==> src/verilog/uart_irq_cfg.svh <==
// Constants of the UART interrupt enable, priority and status logic
`ifndef UART_IRQ_CFG_SVH
`define UART_IRQ_CFG_SVH
// Mask register bit positions
`define IRQ_MASK_RX_BIT 0
`define IRQ_MASK_TX_BIT 1
`define IRQ_MASK_LINE_BIT 2
`define IRQ_MASK_MODEM_BIT 3
`define IRQ_MASK_SLEEP_BIT 4
`define IRQ_MASK_XOFF_BIT 5
`define IRQ_MASK_RTS_BIT 6
`define IRQ_MASK_CTS_BIT 7
`define IRQ_MASK_RESET 8'h00
// Source codes in bits 5..0
`define SRC_CODE_LINE 6'h06
`define SRC_CODE_TIMEOUT 6'h0C
`define SRC_CODE_RX 6'h04
`define SRC_CODE_TX 6'h02
`define SRC_CODE_MODEM 6'h00
`define SRC_CODE_FLOWCHAR 6'h10
`define SRC_CODE_HANDSHAKE 6'h20
`define SRC_CODE_NONE 6'h01
`define IRQ_SOURCE_RESET 8'h01
// Receive time-out: four characters plus twelve bits
`define TIMEOUT_CHARS 4
`define TIMEOUT_EXTRA_BITS 12
`endif

==> src/verilog/uart_irq_pkg.sv <==
// Types of the UART interrupt enable, priority and status logic
package uart_irq_pkg;
  // Pending sources in priority order, index 0 highest
  typedef enum logic [2:0] {
    SRC_LINE = 3'h0,
    SRC_TIMEOUT = 3'h1,
    SRC_RX = 3'h2,
    SRC_TX = 3'h3,
    SRC_MODEM = 3'h4,
    SRC_FLOWCHAR = 3'h5,
    SRC_HANDSHAKE = 3'h6,
    SRC_NONE = 3'h7
  } src_sel_t;

  // Receive side status from the FIFO and receiver
  typedef struct packed {
    logic fifo_at_trigger;
    logic char_pushed;
    logic fifo_empty;
    logic overrun;
    logic [2:0] head_errors;
    logic push_errors;
    logic any_fifo_error;
  } rx_stat_t;

  // Transmit side status
  typedef struct packed {
    logic below_trigger;
    logic holding_empty;
    logic all_empty;
  } tx_stat_t;

  // Host access strobes, one cycle each
  typedef struct packed {
    logic mask_wr;
    logic source_rd;
    logic line_rd;
    logic modem_rd;
    logic holding_rd;
    logic holding_wr;
    logic gpio_level_rd;
  } host_strobe_t;
endpackage : uart_irq_pkg

==> src/verilog/uart_irq_ctrl.sv <==
// Interrupt enable, prioritisation, status and clearing of a serial UART
// Operation
// FIFO mode: receive interrupt and code follow fill at or above trigger.
// Data ready flag sets on char push, clears only when FIFO empty.
// FIFOs on and mask bits 0-3 zero gives polled mode.
// Line status: overrun, head errors 2-4, tx empty, all empty, FIFO error.
// Mask bit 0 enables receive ready; holding full or trigger reached.
// Mask bit 1 enables transmit ready; setting it while empty raises it.
// Mask bit 2: overrun or head error raises line status; read clears.
// Enhanced select bit 6 reports errors when char enters FIFO.
// Mask bit 3: modem status bits 0-3 raise interrupt; read clears.
// Mask bits 4-7 need enhanced bit 4; sleep and stop-char enable.
// Mask bit 6: own request-to-send rising under auto flow control.
// Mask bit 7: clear-to-send input rising under auto flow control.
// Status read reports only highest pending source, rest stay queued; the read clears tx, flow and wake flags even when not reported.
// Time-out after four chars plus twelve bits; holding read clears.
// Transmit ready clears on status read or holding write.
// Flow chars raise interrupt; special also clears on next char.
// Handshake interrupts clear on modem status read only.
// Wake-up raises interrupt, status read clears, code as none.
// General input asserted with chosen polarity; level read clears.
// Codes: line 000110, timeout 001100, rx 000100, tx 000010.
// Codes: modem 000000, flow 010000, handshake 100000, none 000001.
// Status bit 0 low when pending, high when idle and at reset; a pending wake-up or general input interrupt leaves it high.
// Bit 7 FIFO enable; bit 6 inverts it on general input interrupt.
// Without enhanced bit, mask bits 4-7 ignore writes, stay off.
`include "uart_irq_cfg.svh"
module uart_irq_ctrl #(
  parameter int GPIO_W = 8,
  parameter int TIMER_W = 16
) (
  input wire logic clk_sys_in,
  input wire logic rst_in,
  input wire logic [7:0] wdata_in,
  input wire uart_irq_pkg::host_strobe_t strobe_in,
  input wire uart_irq_pkg::rx_stat_t rx_in,
  input wire uart_irq_pkg::tx_stat_t tx_in,
  input wire logic fifo_en_in,
  input wire logic enhanced_en_in,
  input wire logic auto_rts_en_in,
  input wire logic auto_cts_en_in,
  input wire logic early_error_in,
  input wire logic wake_irq_en_in,
  input wire logic woke_in,
  input wire logic [3:0] modem_change_in,
  input wire logic xon_seen_in,
  input wire logic xoff_seen_in,
  input wire logic special_seen_in,
  input wire logic rts_level_in,
  input wire logic cts_pin_in,
  input wire logic [GPIO_W-1:0] gpio_pin_in,
  input wire logic [GPIO_W-1:0] gpio_irq_en_in,
  input wire logic [GPIO_W-1:0] gpio_invert_in,
  input wire logic [TIMER_W-1:0] bit_ticks_in,
  input wire logic [3:0] char_bits_in,
  output logic [7:0] irq_mask_out,
  output logic [7:0] irq_source_out,
  output logic [7:0] line_state_out,
  output logic polled_mode_out,
  output logic sleep_en_out,
  output logic irq_out
);
  localparam logic [TIMER_W-1:0] TO_CHARS = TIMER_W'(`TIMEOUT_CHARS);
  localparam logic [TIMER_W-1:0] TO_EXTRA = TIMER_W'(`TIMEOUT_EXTRA_BITS);

  logic [7:0] irq_mask_ff;
  logic [7:0] nxt_irq_mask;
  logic [7:0] irq_source_ff;
  logic [7:0] line_state_ff;
  logic polled_ff;
  logic irq_ff;
  logic data_ready_ff;
  logic nxt_data_ready;
  logic overrun_ff;
  logic [2:0] head_err_ff;
  logic early_err_ff;
  logic tx_irq_ff;
  logic tx_empty_d_ff;
  logic modem_irq_ff;
  logic flow_irq_ff;
  logic special_irq_ff;
  logic hs_irq_ff;
  logic rts_d_ff;
  logic wake_irq_ff;
  logic timeout_ff;
  logic [TIMER_W-1:0] timer_ff;
  logic [GPIO_W-1:0] gpio_s1_ff;
  logic [GPIO_W-1:0] gpio_s2_ff;
  logic [GPIO_W-1:0] gpio_act_d_ff;
  logic [GPIO_W-1:0] gpio_irq_ff;
  logic cts_s1_ff;
  logic cts_s2_ff;
  logic cts_d_ff;

  wire enh = enhanced_en_in;
  wire [GPIO_W-1:0] gpio_act = gpio_s2_ff ^ gpio_invert_in;
  wire [GPIO_W-1:0] gpio_rise = gpio_act & ~gpio_act_d_ff;
  wire gpio_pend = |(gpio_irq_ff & gpio_irq_en_in);
  wire line_err = overrun_ff | (|head_err_ff) | early_err_ff;
  wire line_pend = irq_mask_ff[`IRQ_MASK_LINE_BIT] & line_err;
  wire rx_cond = fifo_en_in ? rx_in.fifo_at_trigger : data_ready_ff;
  wire rx_pend = irq_mask_ff[`IRQ_MASK_RX_BIT] & rx_cond;
  wire to_pend = irq_mask_ff[`IRQ_MASK_RX_BIT] & timeout_ff;
  wire tx_cond = fifo_en_in ? (tx_in.below_trigger | tx_in.all_empty) : tx_in.holding_empty;
  wire tx_pend = irq_mask_ff[`IRQ_MASK_TX_BIT] & tx_irq_ff;
  wire modem_pend = irq_mask_ff[`IRQ_MASK_MODEM_BIT] & modem_irq_ff;
  wire flow_pend = enh & irq_mask_ff[`IRQ_MASK_XOFF_BIT] & (flow_irq_ff | special_irq_ff);
  wire hs_pend = enh & hs_irq_ff;
  wire wake_pend = wake_irq_en_in & wake_irq_ff;
  wire rts_rise = rts_level_in & ~rts_d_ff & auto_rts_en_in & irq_mask_ff[`IRQ_MASK_RTS_BIT];
  wire cts_rise = cts_s2_ff & ~cts_d_ff & auto_cts_en_in & irq_mask_ff[`IRQ_MASK_CTS_BIT];
  wire tx_set = (tx_cond & ~tx_empty_d_ff)
    | (strobe_in.mask_wr & wdata_in[`IRQ_MASK_TX_BIT] & ~irq_mask_ff[`IRQ_MASK_TX_BIT] & tx_cond);
  wire tx_clr = strobe_in.source_rd | strobe_in.holding_wr;
  wire [TIMER_W-1:0] char_ticks = TIMER_W'(bit_ticks_in * char_bits_in);
  wire [TIMER_W-1:0] to_limit = TIMER_W'(char_ticks * TO_CHARS + bit_ticks_in * TO_EXTRA);
  wire timer_run = fifo_en_in & ~data_ready_ff ? 1'b0 : (fifo_en_in & ~rx_in.fifo_empty);

  // Highest priority source wins; lower ones stay pending in their flags
  wire uart_irq_pkg::src_sel_t sel = line_pend ? uart_irq_pkg::SRC_LINE :
    to_pend ? uart_irq_pkg::SRC_TIMEOUT :
    rx_pend ? uart_irq_pkg::SRC_RX :
    tx_pend ? uart_irq_pkg::SRC_TX :
    modem_pend ? uart_irq_pkg::SRC_MODEM :
    flow_pend ? uart_irq_pkg::SRC_FLOWCHAR :
    hs_pend ? uart_irq_pkg::SRC_HANDSHAKE : uart_irq_pkg::SRC_NONE;
  logic [5:0] code;
  always_comb begin
    case (sel)
      uart_irq_pkg::SRC_LINE: code = `SRC_CODE_LINE;
      uart_irq_pkg::SRC_TIMEOUT: code = `SRC_CODE_TIMEOUT;
      uart_irq_pkg::SRC_RX: code = `SRC_CODE_RX;
      uart_irq_pkg::SRC_TX: code = `SRC_CODE_TX;
      uart_irq_pkg::SRC_MODEM: code = `SRC_CODE_MODEM;
      uart_irq_pkg::SRC_FLOWCHAR: code = `SRC_CODE_FLOWCHAR;
      uart_irq_pkg::SRC_HANDSHAKE: code = `SRC_CODE_HANDSHAKE;
      default: code = `SRC_CODE_NONE;
    endcase
  end
  wire any_pend = (sel != uart_irq_pkg::SRC_NONE) | wake_pend | gpio_pend;
  wire bit7 = fifo_en_in;
  wire bit6 = bit7 ^ gpio_pend;
  wire [7:0] nxt_source = {bit7, bit6, code};

  // Mask writes: upper half only with the enhanced bit set
  always_comb begin
    nxt_irq_mask = irq_mask_ff;
    if (strobe_in.mask_wr) begin
      nxt_irq_mask[3:0] = wdata_in[3:0];
      if (enh) begin
        nxt_irq_mask[7:4] = wdata_in[7:4];
      end
    end
    if (!enh) begin
      nxt_irq_mask[7:4] = 4'h0;
    end
  end

  // Data ready: a push wins over the empty-clear in the same cycle
  always_comb begin
    nxt_data_ready = data_ready_ff;
    if (rx_in.fifo_empty) begin
      nxt_data_ready = 1'b0;
    end
    if (rx_in.char_pushed) begin
      nxt_data_ready = 1'b1;
    end
  end

  wire [7:0] nxt_line = {rx_in.any_fifo_error, tx_in.all_empty, tx_in.holding_empty,
    head_err_ff[2], head_err_ff[1], head_err_ff[0], overrun_ff, data_ready_ff};

  always_ff @(posedge clk_sys_in or posedge rst_in) begin
    if (rst_in) begin
      irq_mask_ff <= `IRQ_MASK_RESET;
      irq_source_ff <= `IRQ_SOURCE_RESET;
      line_state_ff <= 8'h00;
      polled_ff <= 1'b0;
      irq_ff <= 1'b0;
      data_ready_ff <= 1'b0;
    end else begin
      irq_mask_ff <= nxt_irq_mask;
      irq_source_ff <= nxt_source;
      line_state_ff <= nxt_line;
      polled_ff <= fifo_en_in & (irq_mask_ff[3:0] == 4'h0);
      irq_ff <= any_pend;
      data_ready_ff <= nxt_data_ready;
    end
  end

  // Line status error flags; new events win over the clearing read
  wire line_keep = ~strobe_in.line_rd;
  wire nxt_overrun = rx_in.overrun | (overrun_ff & line_keep);
  wire [2:0] nxt_head_err = rx_in.head_errors | (head_err_ff & {3{line_keep}});
  wire nxt_early_err = (early_error_in & rx_in.push_errors)
    | (early_err_ff & line_keep);
  always_ff @(posedge clk_sys_in or posedge rst_in) begin
    if (rst_in) begin
      overrun_ff <= 1'b0;
      head_err_ff <= 3'h0;
      early_err_ff <= 1'b0;
    end else begin
      overrun_ff <= nxt_overrun;
      head_err_ff <= nxt_head_err;
      early_err_ff <= nxt_early_err;
    end
  end

  // Source flags; an event in the same cycle wins over its clear
  wire nxt_tx_irq = tx_set | (tx_irq_ff & ~tx_clr);
  wire nxt_modem_irq = (|modem_change_in) | (modem_irq_ff & ~strobe_in.modem_rd);
  wire nxt_flow_irq = xon_seen_in | xoff_seen_in
    | (flow_irq_ff & ~strobe_in.source_rd);
  wire special_keep = ~strobe_in.source_rd & ~rx_in.char_pushed;
  wire nxt_special_irq = special_seen_in | (special_irq_ff & special_keep);
  wire nxt_wake_irq = woke_in | (wake_irq_ff & ~strobe_in.source_rd);
  always_ff @(posedge clk_sys_in or posedge rst_in) begin
    if (rst_in) begin
      tx_irq_ff <= 1'b0;
      tx_empty_d_ff <= 1'b0;
      modem_irq_ff <= 1'b0;
      flow_irq_ff <= 1'b0;
      special_irq_ff <= 1'b0;
      wake_irq_ff <= 1'b0;
    end else begin
      tx_irq_ff <= nxt_tx_irq;
      tx_empty_d_ff <= tx_cond;
      modem_irq_ff <= nxt_modem_irq;
      flow_irq_ff <= nxt_flow_irq;
      special_irq_ff <= nxt_special_irq;
      wake_irq_ff <= nxt_wake_irq;
    end
  end

  // Handshake edges; the clear-to-send pin is synchronised first
  always_ff @(posedge clk_sys_in or posedge rst_in) begin
    if (rst_in) begin
      hs_irq_ff <= 1'b0;
      rts_d_ff <= 1'b0;
      cts_s1_ff <= 1'b0;
      cts_s2_ff <= 1'b0;
      cts_d_ff <= 1'b0;
    end else begin
      hs_irq_ff <= rts_rise | cts_rise | (hs_irq_ff & ~strobe_in.modem_rd);
      rts_d_ff <= rts_level_in;
      cts_s1_ff <= cts_pin_in;
      cts_s2_ff <= cts_s1_ff;
      cts_d_ff <= cts_s2_ff;
    end
  end

  // Receive time-out timer restarts on every push or holding read
  // Expiry is a one-cycle event as the timer reaches the limit, so a
  // holding read of a saturated timer clears the flag until the restarted timer expires again
  wire to_restart = rx_in.char_pushed | strobe_in.holding_rd | ~timer_run;
  wire to_count = ~to_restart & (timer_ff != to_limit);
  wire to_expire = ~to_restart & (timer_ff == to_limit - TIMER_W'(1));
  wire nxt_timeout = to_expire
    | (timeout_ff & ~strobe_in.holding_rd & ~rx_in.fifo_empty);
  always_ff @(posedge clk_sys_in or posedge rst_in) begin
    if (rst_in) begin
      timer_ff <= '0;
      timeout_ff <= 1'b0;
    end else begin
      if (to_restart) begin
        timer_ff <= '0;
      end else if (to_count) begin
        timer_ff <= timer_ff + TIMER_W'(1);
      end
      timeout_ff <= nxt_timeout;
    end
  end

  genvar g;
  generate
    for (g = 0; g < GPIO_W; g++) begin : gen_gpio
      always_ff @(posedge clk_sys_in or posedge rst_in) begin
        if (rst_in) begin
          gpio_s1_ff[g] <= 1'b0;
          gpio_s2_ff[g] <= 1'b0;
          gpio_act_d_ff[g] <= 1'b0;
          gpio_irq_ff[g] <= 1'b0;
        end else begin
          gpio_s1_ff[g] <= gpio_pin_in[g];
          gpio_s2_ff[g] <= gpio_s1_ff[g];
          gpio_act_d_ff[g] <= gpio_act[g];
          gpio_irq_ff[g] <= gpio_rise[g]
            | (gpio_irq_ff[g] & ~strobe_in.gpio_level_rd);
        end
      end
    end
  endgenerate

  assign irq_mask_out = irq_mask_ff;
  assign irq_source_out = irq_source_ff;
  assign line_state_out = line_state_ff;
  assign polled_mode_out = polled_ff;
  assign sleep_en_out = irq_mask_ff[`IRQ_MASK_SLEEP_BIT];
  assign irq_out = irq_ff;
endmodule : uart_irq_ctrl

==> config.mk <==
export PLATFORM = sky130hd
export DESIGN_NAME = uart_irq_ctrl
export DESIGN_NICKNAME = d
export VERILOG_FILES = /design/src/verilog/uart_irq_pkg.sv /design/src/verilog/uart_irq_ctrl.sv
export VERILOG_INCLUDE_DIRS = /design/src /design/src/verilog
export SDC_FILE = /design/constraint.sdc
export NUM_CORES = 1
export LEC_CHECK = 0
export BUFFER_PORTS_ARGS = -buffer_cell sky130_fd_sc_hd__buf_2
export CORE_MARGIN = 2
export CORE_UTILIZATION = 45
export DETAILED_ROUTE_END_ITERATION = 16
export PLACE_DENSITY = 0.73
export REMOVE_ABC_BUFFERS = 1
export SYNTH_ARGS = -nofsm -noshare
export SYNTH_HDL_FRONTEND = slang
export SYNTH_SLANG_ARGS = --single-unit
==> constraint.sdc <==
create_clock -name clk_sys_in -period 5.2 [get_ports clk_sys_in]
set_input_delay 0.26 -clock clk_sys_in [delete_from_list [all_inputs] [get_ports clk_sys_in]]
set_output_delay 0.26 -clock clk_sys_in [all_outputs]
set_load 0.05 [all_outputs]
==> results by group, run 1 <==
Global route
  – First-pass GRT wire length: 23,410 um
  – Initial antenna violation count: 0
  – Tot GR Track Use: 0.1913
  – Grt met3 use: 0.03526
  – Met2 Usage GRT: 0.3142
  – Grt met1 use: 0.2598
  – Vias in the first global route: 5,185
  – GRT overflow: 0
  – Largest net degree at the start of global routing: 80
  – GRT Max-Usage Layer: met2

Pwr
  – Max VDD drop: 0.1825 mV
  – PwrDens: 418.2 nW/um^2
  – Int Pwr: 2.116 mW
  – Flop pwr share: 0.232
  – P_sw: 1.265 mW
  – Comb power frac: 0.564
  – Total power: 3.381 mW
  – Lkg Pwr: 3.779 nW
  – Clock power frac: 0.204
  – Sw Share: 0.3742

Run status
  – Status: completed

Setup path
  – Type of origin of the critical path: primary input
  – Most frequent CP cell: buf_4
  – Critical Path RT: 5.45 ns
  – WP data arrival: 5.24 ns
  – Capturing point of the worst reg2reg path: timeout_ff$_DFF_PP0_
  – Reg2Reg Setup Slack: 2.45 ns
  – CP max stage cell: fa_1
  – FF-to-FF Start: data_ready_ff$_DFFE_PP0P_
  – WS Path Type: in2reg
  – Family with the most delay on the worst path: adder cells
  – Crit-path cells: buf_2 > buf_4 > nand2_1 > fa_1 > fa_1 > inv_1 > ha_1 > buf_4 > o21ai_1 > nand2_1 > a31o_2 > xor2_1 > ha_1 > nor2b_2 > a221oi_2 > o21ai_1 > or3_4 > xnor2_1 > nand4_1 > nor4_4 > buf_4 > clkbuf_16 > or4_1 > a21oi_2
  – CP Max Fanout: 11
  – Critical Path Sink Type: flop
  – Critical path's largest stage delay: 0.55 ns
  – Reg2reg path depth: 8
  – WP buf/inv: 6

Final layout
  – Antenna Cells: 0
  – Final instance area: 8085 sq um
  – Final #Nets: 997
  – Non-Filler Instances: 1,028
  – Commonest non-fill, non-tap cell in the layout: buf_2
  – Fillers: 1,185
  – Fraction of layout cells with a size suffix above 1: 0.2807
  – Commonest non-fill, non-tap cells in the layout: buf_2, dfrtp_1, nand2_1
  – Area delta synth->final: 25.06%

Hold path
  – Hold wc startpoint: gpio_pin_in[7]
  – Min-delay worst type: in2reg
  – Worst hold stages: 1
  – Hold Path Sink: gpio_s1_ff[7]$_DFF_PP0_

Die
  – Full die area: 15,340 sq um
  – Die span in y: 123.9 um
  – Core area: 13,930 sq um
  – Chip width: 123.9 um
  – Starting Density: 0.4639
  – # rows: 43
  – Io pins: 116

STA
  – Fmax: 0.2004 GHz
  – Final Slew Violations: 0
  – Worst Tran Pin Value: 0.9699 ns
  – Crit share post-route: 0.9596
  – Final Hold Viols: 0
  – Final number of setup-violating endpoints: 0
  – Min Hold Slack: 0.02671 ns
  – Max_slew headroom: 0.3534
  – Clock Skew: 0.004218 ns
  – Worst setup margin: 0.2101 ns
  – Period minus WS final: 4.990 ns

Route
  – Number of DRC markers in iteration 0: 362
  – WL per Instance: 13.79 um
  – Antenna-violating nets left: 0
  – Vias: 5,371
  – Drt first pass iters: 7
  – DR vias/cell: 5.225
  – # DRC: 0
  – Routed wire length: 14,170 um

Synthesis
  – Synth area leader: dfrtp_1
  – Yosys top cell area share: 0.3522
  – Async set-reset flop share out of synthesis: 1.000
  – Sequential element share of the synthesized area: 0.3563
  – Ys Warns: 0
  – Yosys cell types: 72
  – Most area-consuming cells after synthesis: dfrtp_1, ha_1, fa_1
  – Post-synth EDFFs: 0
  – #FFs+latches synth: 92
  – Synth Cell Area: 6465 sq um
  – Post-Syn Area per Cell: 9.592 sq um
  – Cells after Synth: 674
  – Ys flop type: dfrtp_1

Placement
  – Final HPWL DP: 11,130 um
  – I/O Buffers: 113
  – DP Area: 7596 sq um
  – Placed Cells: 1,005
  – Pre-CTS setup slack: -0.4580 ns
  – GP Congestion: 0.8013

Clock tree
  – Total clock buffers created by CTS: 9
  – CTS max path bufs: 2
  – Clk slew on worst S/H paths: 0.06 ns
  – CTS root buf: clkbuf_16
  – Clk Latency, worst-skew pair: 0.33 ns
  – CTS tree: built
  – CTS Sinks: 92
  – H-tree Lvls: 3

Flow run
  – Max-cap violations: 0
[synthesized netlist by cell type, types with 4 or more instances]
cell	n
and2_1	21
xnor2_1	31
dfrtp_1	91
a22oi_1	5
fa_1	23
o21a_1	9
ha_1	41
or4_1	12
mux2_2	5
a21o_1	8
nand3_1	13
or3_1	10
nand2b_1	18
clkbuf_1	11
nor2b_1	12
a21oi_1	35
nor3_1	11
nand2_1	67
o21ai_1	10
nand4_1	10
mux2i_1	5
nor2_1	33
o211ai_1	6
inv_1	47
o31ai_1	7
a31oi_1	4
xor2_1	24
o21ai_0	27
and3_1	4
[how the worst max path moves through the flow]
stage	startpoint	endpoint	slack, ns	cells after the start
detailed placement	char_bits_in[3]	timer_ff[12]$_DFFE_PP0P_	-0.46	24
CTS	char_bits_in[3]	timer_ff[12]$_DFFE_PP0P_	0.02	24
finish	char_bits_in[3]	timer_ff[8]$_DFFE_PP0P_	0.21	24
global route	char_bits_in[3]	timer_ff[8]$_DFFE_PP0P_	-0.06	21
global placement	bit_ticks_in[0]	timer_ff[15]$_DFFE_PP0P_	-0.31	24
floorplan	char_bits_in[3]	timer_ff[1]$_DFFE_PP0P_	-0.28	21
[layout make-up]
class                   instances  area, sq um  area share
clock inverters                 5        85.08     0.01052
multi-input cells             518         3976      0.4918
inverters                      47        177.7     0.02197
flip-flops and latches         92         2303      0.2849
clock buffers                  10        239.0     0.02956
well taps                     180        225.2     0.02786
repair buffers                176         1079      0.1334
[metrics by stage]
step / utilization / setup TNS, ns
2_1_floorplan: - / -4.005
3_3_place_gp: 0.5451 / -4.120
3_5_place_dp: 0.5451 / -6.469
4_1_cts: 0.5691 / 0
5_1_grt: 0.5802 / -0.5185
6_report: 0.5802 / 0
[state kept, by name, indices dropped and copies added, names as in the netlist, 3 cells and up]
name,count
timer_ff,16
irq_source_out,8
gpio_s2_ff,8
gpio_irq_ff,8
irq_mask_out,8
gpio_act_d_ff,8
head_err_ff,3
line_state_out,8
gpio_s1_ff,8
[cell families (layout without fill, tap and decap cells)]
family                     Yosys count  in the layout  share of synthesized area
AOI/OAI and AO/OA                  146            146                     0.1488
DFF                                 92             92                     0.3563
muxes                               10             10                    0.01645
xor gates and xnor gates            58             58                    0.08399
buffers and inverters               64            238                    0.04064
and+or+nand+nor                    240            240                     0.2032
adders and majority gates           64             64                     0.1506
[metal layers]
metal	vias to the layer above	routed length (um)
li1	2715	-
met4	0	269
met1	2546	6643
met3	20	435
met5	-	0
met2	90	6823
[timing repair]
action,in CTS,in global routing
hold endpoints to repair,13,0
buffers inserted,0,6
gates cloned,0,1
setup endpoints to repair,12,17
pin swaps,2,20
gates resized for setup,2,30
hold buffers,1,0
[power by group through the flow]
stage               Combinational, mW  Sequential, mW  Clock, mW
global placement                 1.75           0.794          0
floorplan                        1.18           0.848          0
global route                     2.13           0.789      0.740
detailed placement               1.78           0.796          0
CTS                              1.79           0.783      0.711
finish                           1.91           0.783      0.691
(Power assumes the default switching activity.)
==> run 2, diff against run 1 <==
Settings changed: CELL_PAD_IN_SITES_DETAIL_PLACEMENT from default to 1, CELL_PAD_IN_SITES_GLOBAL_PLACEMENT from default to 1, PLACE_DENSITY 0.73 to 0.89.
==> run 2 against run 1 <==
  * The flow now finishes with violations (hold timing, setup timing)
  * Clock skew up 0.0045 ns
  * Die area stayed put
  * Register-to-register slack worse by 1.0 ns
  * Largest power group unchanged
  * Highest routed layer unchanged
==> results by group, run 2 (synthesis gave the netlist of run 1 again) <==
Run status
  – Status: complete, but fails checks
  – Failing checks: hold timing, setup timing

Clock tree
  – Clk slew on worst S/H paths: 0.07 ns (about the same)
  – CTS max path bufs: 2 (unchanged)
  – CTS Sinks: 92 (unchanged)
  – Clk Latency, worst-skew pair: 0.36 ns (+0.03 ns)
  – H-tree Lvls: 3 (unchanged)
  – CTS root buf: clkbuf_16
  – CTS tree: built
  – Total clock buffers created by CTS: 9 (unchanged)

Route
  – # DRC: 0 (unchanged)
  – WL per Instance: 25.65 um (+86%)
  – Drt first pass iters: 5 (-2)
  – Vias: 6,490 (+21%)
  – Antenna-violating nets left: 0 (unchanged)
  – DR vias/cell: 6.277 (+20%)
  – Number of DRC markers in iteration 0: 528 (+46%)
  – Top layer used by detailed routing: met4
  – Routed wire length: 26,520 um (+87%)
  – Met2 wire length: 13,380 um (+96%)
  – Metal3 WL: 1740 um (+300%)
  – M1 wire length: 9453 um (+42%)

Die
  – Core area: 13,930 sq um (unchanged)
  – Full die area: 15,340 sq um (unchanged)
  – Io pins: 116 (unchanged)
  – # rows: 43 (unchanged)
  – Chip width: 123.9 um (unchanged)
  – Die span in y: 123.9 um (unchanged)
  – Starting Density: 0.4639 (unchanged)

Setup path
  – CP Max Fanout: 6 (-5)
  – Critical Path RT: 5.48 ns (+0.03 ns)
  – Critical Path Sink Type: flop
  – WS Path Type: in2reg
  – Type of origin of the critical path: primary input
  – WP data arrival: 5.71 ns (+0.47 ns)

STA
  – Fmax: 0.1839 GHz (-8.2%)
  – TNS Setup: -1.061 ns (-1.061 ns)
  – Clock Skew: 0.008718 ns (+0.004501 ns)
  – Period minus WS final: 5.437 ns (+0.4470 ns)
  – Min Hold Slack: -0.008783 ns (-0.03549 ns)
  – Final number of setup-violating endpoints: 12 (+12)
  – Crit share post-route: 1.046 (+0.08597)
  – Worst setup margin: -0.2369 ns (-0.4470 ns)
  – Final Slew Violations: 0 (unchanged)
  – Max_slew headroom: 0.3121 (-0.04128)
  – Final Hold Viols: 15 (+15)
  – Worst Tran Pin Value: 1.006 ns (+0.03591 ns)

Flow run
  – Max-cap violations: 0 (unchanged)

Pwr
  – Flop pwr share: 0.205 (-0.027)
  – Sw Share: 0.4388 (+0.06464)
  – P_sw: 1.700 mW (+34%)
  – Int Pwr: 2.175 mW (+2.8%)
  – Max VDD drop: 0.2032 mV (+11%)
  – Comb power frac: 0.603 (+0.039)
  – Clock power frac: 0.192 (-0.012)
  – Lkg Pwr: 3.847 nW (+1.8%)
  – PwrDens: 462.1 nW/um^2 (+10%)

Final layout
  – Commonest non-fill, non-tap cell in the layout: buf_2
  – Area delta synth->final: 29.71%
  – Top reg by flops: timer_ff
  – Fraction of layout cells with a size suffix above 1: 0.3255 (+0.04487)
  – Max reg flops: 16 (unchanged)
  – Commonest non-fill, non-tap cells in the layout: buf_2, dfrtp_1, nand2_1
  – Antenna Cells: 0 (unchanged)
  – Final #Nets: 1,002 (+0.50%)

Placement
  – I/O Buffers: 113 (unchanged)
  – Final HPWL DP: 15,370 um (+38%)
  – GP Congestion: 0.8478 (+5.8%)

Global route
  – Vias in the first global route: 6,635 (+28%)
  – GRT overflow: 0 (unchanged)
  – Largest net degree at the start of global routing: 54 (-33%)
  – Initial antenna violation count: 0 (unchanged)
  – Tot GR Track Use: 0.2895 (+0.09817)
  – First-pass GRT wire length: 34,110 um (+46%)

Hold path
  – Min-delay worst type: in2async
## run 2: cell count changes in the layout (fill, tap and decap cells not counted), moves of 3 or more
cell,delta
a21oi_1,-7
a21oi_2,+6
buf_2,-4
buf_6,+6
ha_1,-8
ha_4,+7
nand2_1,-3
or4_1,-5
or4_4,+5
## run 2: layout make-up
| cell class | count | area [sq um] |
|---|---|---|
| clock buffer | 10 | 229.0 |
| clock inverter | 6 | 96.34 |
| fill | 1557 | 5549 |
| inverter | 47 | 177.7 |
| multi-input combinational | 518 | 4188 |
| sequential | 92 | 2303 |
| tap | 180 | 225.2 |
| timing repair buffer | 181 | 1166 |
## run 2: what timing repair did
action | CTS | global route
setup endpoints to repair | 17 | 17
cloned | 0 | 3
pin swaps | 4 | 38
hold buffers | 1 | 0
hold endpoints to repair | 1 | 0
buffers inserted | 1 | 13
gates resized for setup | 10 | 72
## run 2: metrics by stage
stage	instances	instance area [sq um]	worst slack (ns)	total power, mW	utilization
6_report	1034	8386	-0.2369	3.875	0.6018
5_1_grt	1034	8386	-0.4084	4.006	0.6018
4_1_cts	1019	7923	0.006418	3.455	0.5686
3_5_place_dp	1001	7566	-0.6781	2.647	0.5430
3_3_place_gp	1001	7566	-0.3672	2.506	0.5430
2_1_floorplan	657	6379	-0.2838	2.024	-
## run 2: final timing paths
path,start,end,slack (ns),cells after the start
worst max-delay path,bit_ticks_in[1],timeout_ff$_DFF_PP0_,-0.24,20
worst min-delay path,rst_in,gpio_act_d_ff[4]$_DFF_PP0_,-0.009,2
worst max register to register,data_ready_ff$_DFFE_PP0P_,timeout_ff$_DFF_PP0_,1.45,8
worst min register to register,gpio_s1_ff[5]$_DFF_PP0_,gpio_s2_ff[5]$_DFF_PP0_,0.35,0
max in group asynchronous,rst_in,irq_mask_out[6]$_DFFE_PP0P_,4.06,3
min in group clk_sys_in,rx_in[0],line_state_out[7]$_DFF_PP0_,0.01,1
## run 2: worst max-delay path, stage by stage
cell       delay [ns]
buf_4            0.11
nand2_2          0.06
fa_1             0.50
fa_1             0.58
inv_1            0.07
ha_1             0.33
a211oi_2         0.29
o21ai_1          0.15
a21oi_2          0.23
xnor2_1          0.14
ha_2             0.26
or2_1            0.28
buf_4            0.17
o31ai_1          0.45
o2111ai_2        0.27
nor4_2           0.44
nor4b_1          0.45
xnor2_1          0.23
nand4_1          0.21
o21ai_1          0.21
## run 2: power groups by stage
stage	logic, mW	registers, mW	clock network [mW]
floorplan	1.18	0.848	0
global placement	1.71	0.795	0
detailed placement	1.85	0.801	0
CTS	1.93	0.790	0.737
global route	2.44	0.796	0.774
finish	2.34	0.793	0.744
## run 2: layer usage
metal,track usage,up-vias
li1,-,2709
met1,0.3286,3191
met2,0.5388,416
met3,0.04304,174
met4,0.1207,0
met5,0,-
==> run 3, diff against run 2 <==
Settings changed: CTS_BUF_LIST from default to sky130_fd_sc_hd__clkbuf_2, MAX_ROUTING_LAYER from default to met4.
==> run 3 against run 2 <==
  * The flow still finishes with violations (hold timing, setup timing)
  * Fmax decreased by 6.0%
  * Design area increased by 1.1%
  * Via count increased by 6.4%
  * Clock power decreased by 33%
  * Largest power group unchanged
  * Final cell count increased by 6.1%
  * Worst setup slack got worse by 0.35 ns
  * Hold slack got worse by 0.0094 ns
  * Critical path depth increased by 5
  * Sequential cell count unchanged
  * Core utilization increased by 0.65 points
  * Combinational power decreased by 4%
==> results by group, run 3 (synthesis gave the netlist of run 1 again) <==
Run status
  – Status: complete, but fails checks
  – Failing checks: hold timing, setup timing

STA
  – Crit share post-route: 1.112 (+0.06692)
  – Final number of setup-violating endpoints: 17 (+5)
  – TNS Setup: -6.626 ns (-5.565 ns)
  – Fmax: 0.1729 GHz (-6.0%)
  – Final Slew Violations: 0 (unchanged)
  – Min Hold Slack: -0.01818 ns (-0.009397 ns)
  – Max_slew headroom: 0.1924 (-0.1197)
  – Period minus WS final: 5.785 ns (+0.3480 ns)
  – Clock Skew: 0.1066 ns (+0.09785 ns)
  – Final Hold Viols: 1 (-14)
  – Worst Tran Pin Value: 1.195 ns (+0.1887 ns)
  – Worst setup margin: -0.5849 ns (-0.3480 ns)

Flow run
  – Max-cap violations: 0 (unchanged)

Route
  – # DRC: 0 (unchanged)
  – Vias: 6,904 (+6.4%)
  – Number of DRC markers in iteration 0: 737 (+40%)
  – Routed wire length: 30,320 um (+14%)
  – WL per Instance: 27.64 um (+7.8%)
  – Drt first pass iters: 5 (unchanged)
  – DR vias/cell: 6.294 (+0.27%)
  – Antenna-violating nets left: 0 (unchanged)

Hold path
  – Hold Path Sink: irq_mask_out[3]$_DFFE_PP0P_
  – Worst hold stages: 2
  – Min-delay worst type: in2reg
  – Hold wc startpoint: strobe_in[6]

Global route
  – Vias in the first global route: 7,319 (+10%)
  – Initial antenna violation count: 11 (+11)
  – Largest net degree at the start of global routing: 54 (unchanged)
  – Tot GR Track Use: 0.3543 (+0.06477)
  – GRT overflow: 0 (unchanged)
  – First-pass GRT wire length: 39,380 um (+15%)

Setup path
  – Critical path's largest stage delay: 0.57 ns (about the same)
  – Critical Path RT: 5.82 ns (+0.34 ns)
  – FF-to-FF Start: data_ready_ff$_DFFE_PP0P_
  – Type of origin of the critical path: primary input
  – CP max stage cell: fa_1
  – Capturing point of the worst reg2reg path: timeout_ff$_DFF_PP0_
  – WS Path Type: in2reg
  – Reg2Reg Setup Slack: 1.71 ns (+0.26 ns)
  – WP data arrival: 6.41 ns (+0.70 ns)
  – Critical Path Sink Type: flop
  – CP Max Fanout: 12 (+6)
  – Reg2reg path depth: 8 (unchanged)

Die
  – Die span in y: 123.9 um (unchanged)
  – # rows: 43 (unchanged)
  – Chip width: 123.9 um (unchanged)
  – Full die area: 15,340 sq um (unchanged)
  – Starting Density: 0.4639 (unchanged)
  – Io pins: 116 (unchanged)
  – Core area: 13,930 sq um (unchanged)

Clock tree
  – H-tree Lvls: 3 (unchanged)
  – CTS tree: built
  – Clk slew on worst S/H paths: 0.38 ns (+0.31 ns)
  – CTS root buf: clkbuf_2
  – Total clock buffers created by CTS: 9 (unchanged)
  – CTS Sinks: 92 (unchanged)
  – Clk Latency, worst-skew pair: 0.74 ns (+0.38 ns)
  – CTS max path bufs: 2 (unchanged)

Placement
  – Final HPWL DP: 15,370 um (unchanged)
  – DP Area: 7566 sq um (unchanged)
  – I/O Buffers: 113 (unchanged)
  – GP Congestion: 0.8611 (+1.6%)

Final layout
  – Commonest non-fill, non-tap cell in the layout: buf_2
  – Final instance area: 8476 sq um (+1.1%)
  – Commonest non-fill, non-tap cells in the layout: buf_2, dfrtp_1, nand2_1
  – Fillers: 1,578 (+1.3%)
  – Final #Nets: 1,052 (+5.0%)
  – Area delta synth->final: 31.10%
  – Share of the core filled with cells: 0.6082 (+0.006465)
  – Max reg flops: 16 (unchanged)
  – Top reg by flops: timer_ff
  – Fraction of layout cells with a size suffix above 1: 0.2489 (-0.07663)

Pwr
  – PwrDens: 417.3 nW/um^2 (-9.7%)
  – Lkg Pwr: 3.929 nW (+2.1%)
  – Max VDD drop: 0.1941 mV (-4.5%)
-- run 3: cell count changes in the layout (fill, tap and decap cells not counted), sizes merged --
cell         change
clkbuf           -1
dlygate4sd3     +63
diode           +13
buf             -12
-- run 3: cell type report --
type | count | area [sq um] | share of cell area
clock inverters | 6 | 96.34 | 0.01137
inverters | 47 | 177.7 | 0.02096
multi-input cells | 518 | 3949 | 0.4659
clock buffers | 10 | 50.05 | 0.005905
flip-flops and latches | 92 | 2303 | 0.2718
diodes | 13 | 32.53 | 0.003838
well taps | 180 | 225.2 | 0.02657
repair buffers | 231 | 1642 | 0.1937
-- run 3: how the worst max path moves through the flow --
stage / start / to / slack [ns] / cells after the start
2_1_floorplan: char_bits_in[3] / timer_ff[1]$_DFFE_PP0P_ / -0.28 / 21
3_3_place_gp: char_bits_in[3] / timer_ff[15]$_DFFE_PP0P_ / -0.37 / 24
3_5_place_dp: char_bits_in[2] / timer_ff[14]$_DFFE_PP0P_ / -0.68 / 24
4_1_cts: bit_ticks_in[1] / timer_ff[13]$_DFFE_PP0P_ / 0.05 / 25
5_1_grt: char_bits_in[2] / timer_ff[13]$_DFFE_PP0P_ / -0.60 / 26
6_report: char_bits_in[3] / timer_ff[15]$_DFFE_PP0P_ / -0.58 / 25
-- run 3: power by group --
part	leakage (nW)	internal, mW	switching, mW
logic	2.73	0.902	1.33
registers	1.11	0.763	0.0428
clock network	0.0847	0.168	0.327
-- run 3: stage by stage --
stage / power, mW / setup WS (ns) / std cells / hold WS, ns
global route: 3.668 / -0.6002 / 1096 / -0.03100
global placement: 2.506 / -0.3672 / 1001 / 0.3344
finish: 3.537 / -0.5849 / 1097 / -0.01818
CTS: 3.118 / 0.04970 / 1077 / 0.0009914
floorplan: 2.024 / -0.2838 / 657 / 0.2914
detailed placement: 2.647 / -0.6781 / 1001 / 0.3379
-- run 3: worst max-delay path: cells and delay by family --
family,cells,cell delay (ns)
AND/OR/NAND/NOR,7,1.90
adder cells (fa/ha/maj),4,1.70
AO/OA/AOI/OAI,7,1.33
buffers and inverters,6,0.80
XOR/XNOR,1,0.42
-- run 3: repair_timing --
action / CTS / global route
pin swaps: 0 / 5
resized for setup: 2 / 20
setup endpoints to repair: 7 / 17
hold buffers: 60 / 4
setup buffers: 0 / 2
hold endpoints to repair: 94 / 2
gates cloned: 0 / 1
-- run 3: layer usage --
| metal | share of wire | vias up | track usage |
|---|---|---|---|
| met5 | 0 | - | - |
| met1 | 0.33 | 3373 | 0.3678 |
| met2 | 0.48 | 483 | 0.5907 |
| met4 | 0.093 | 0 | 0.2457 |
| li1 | - | 2833 | - |
| met3 | 0.096 | 215 | 0.08791 |
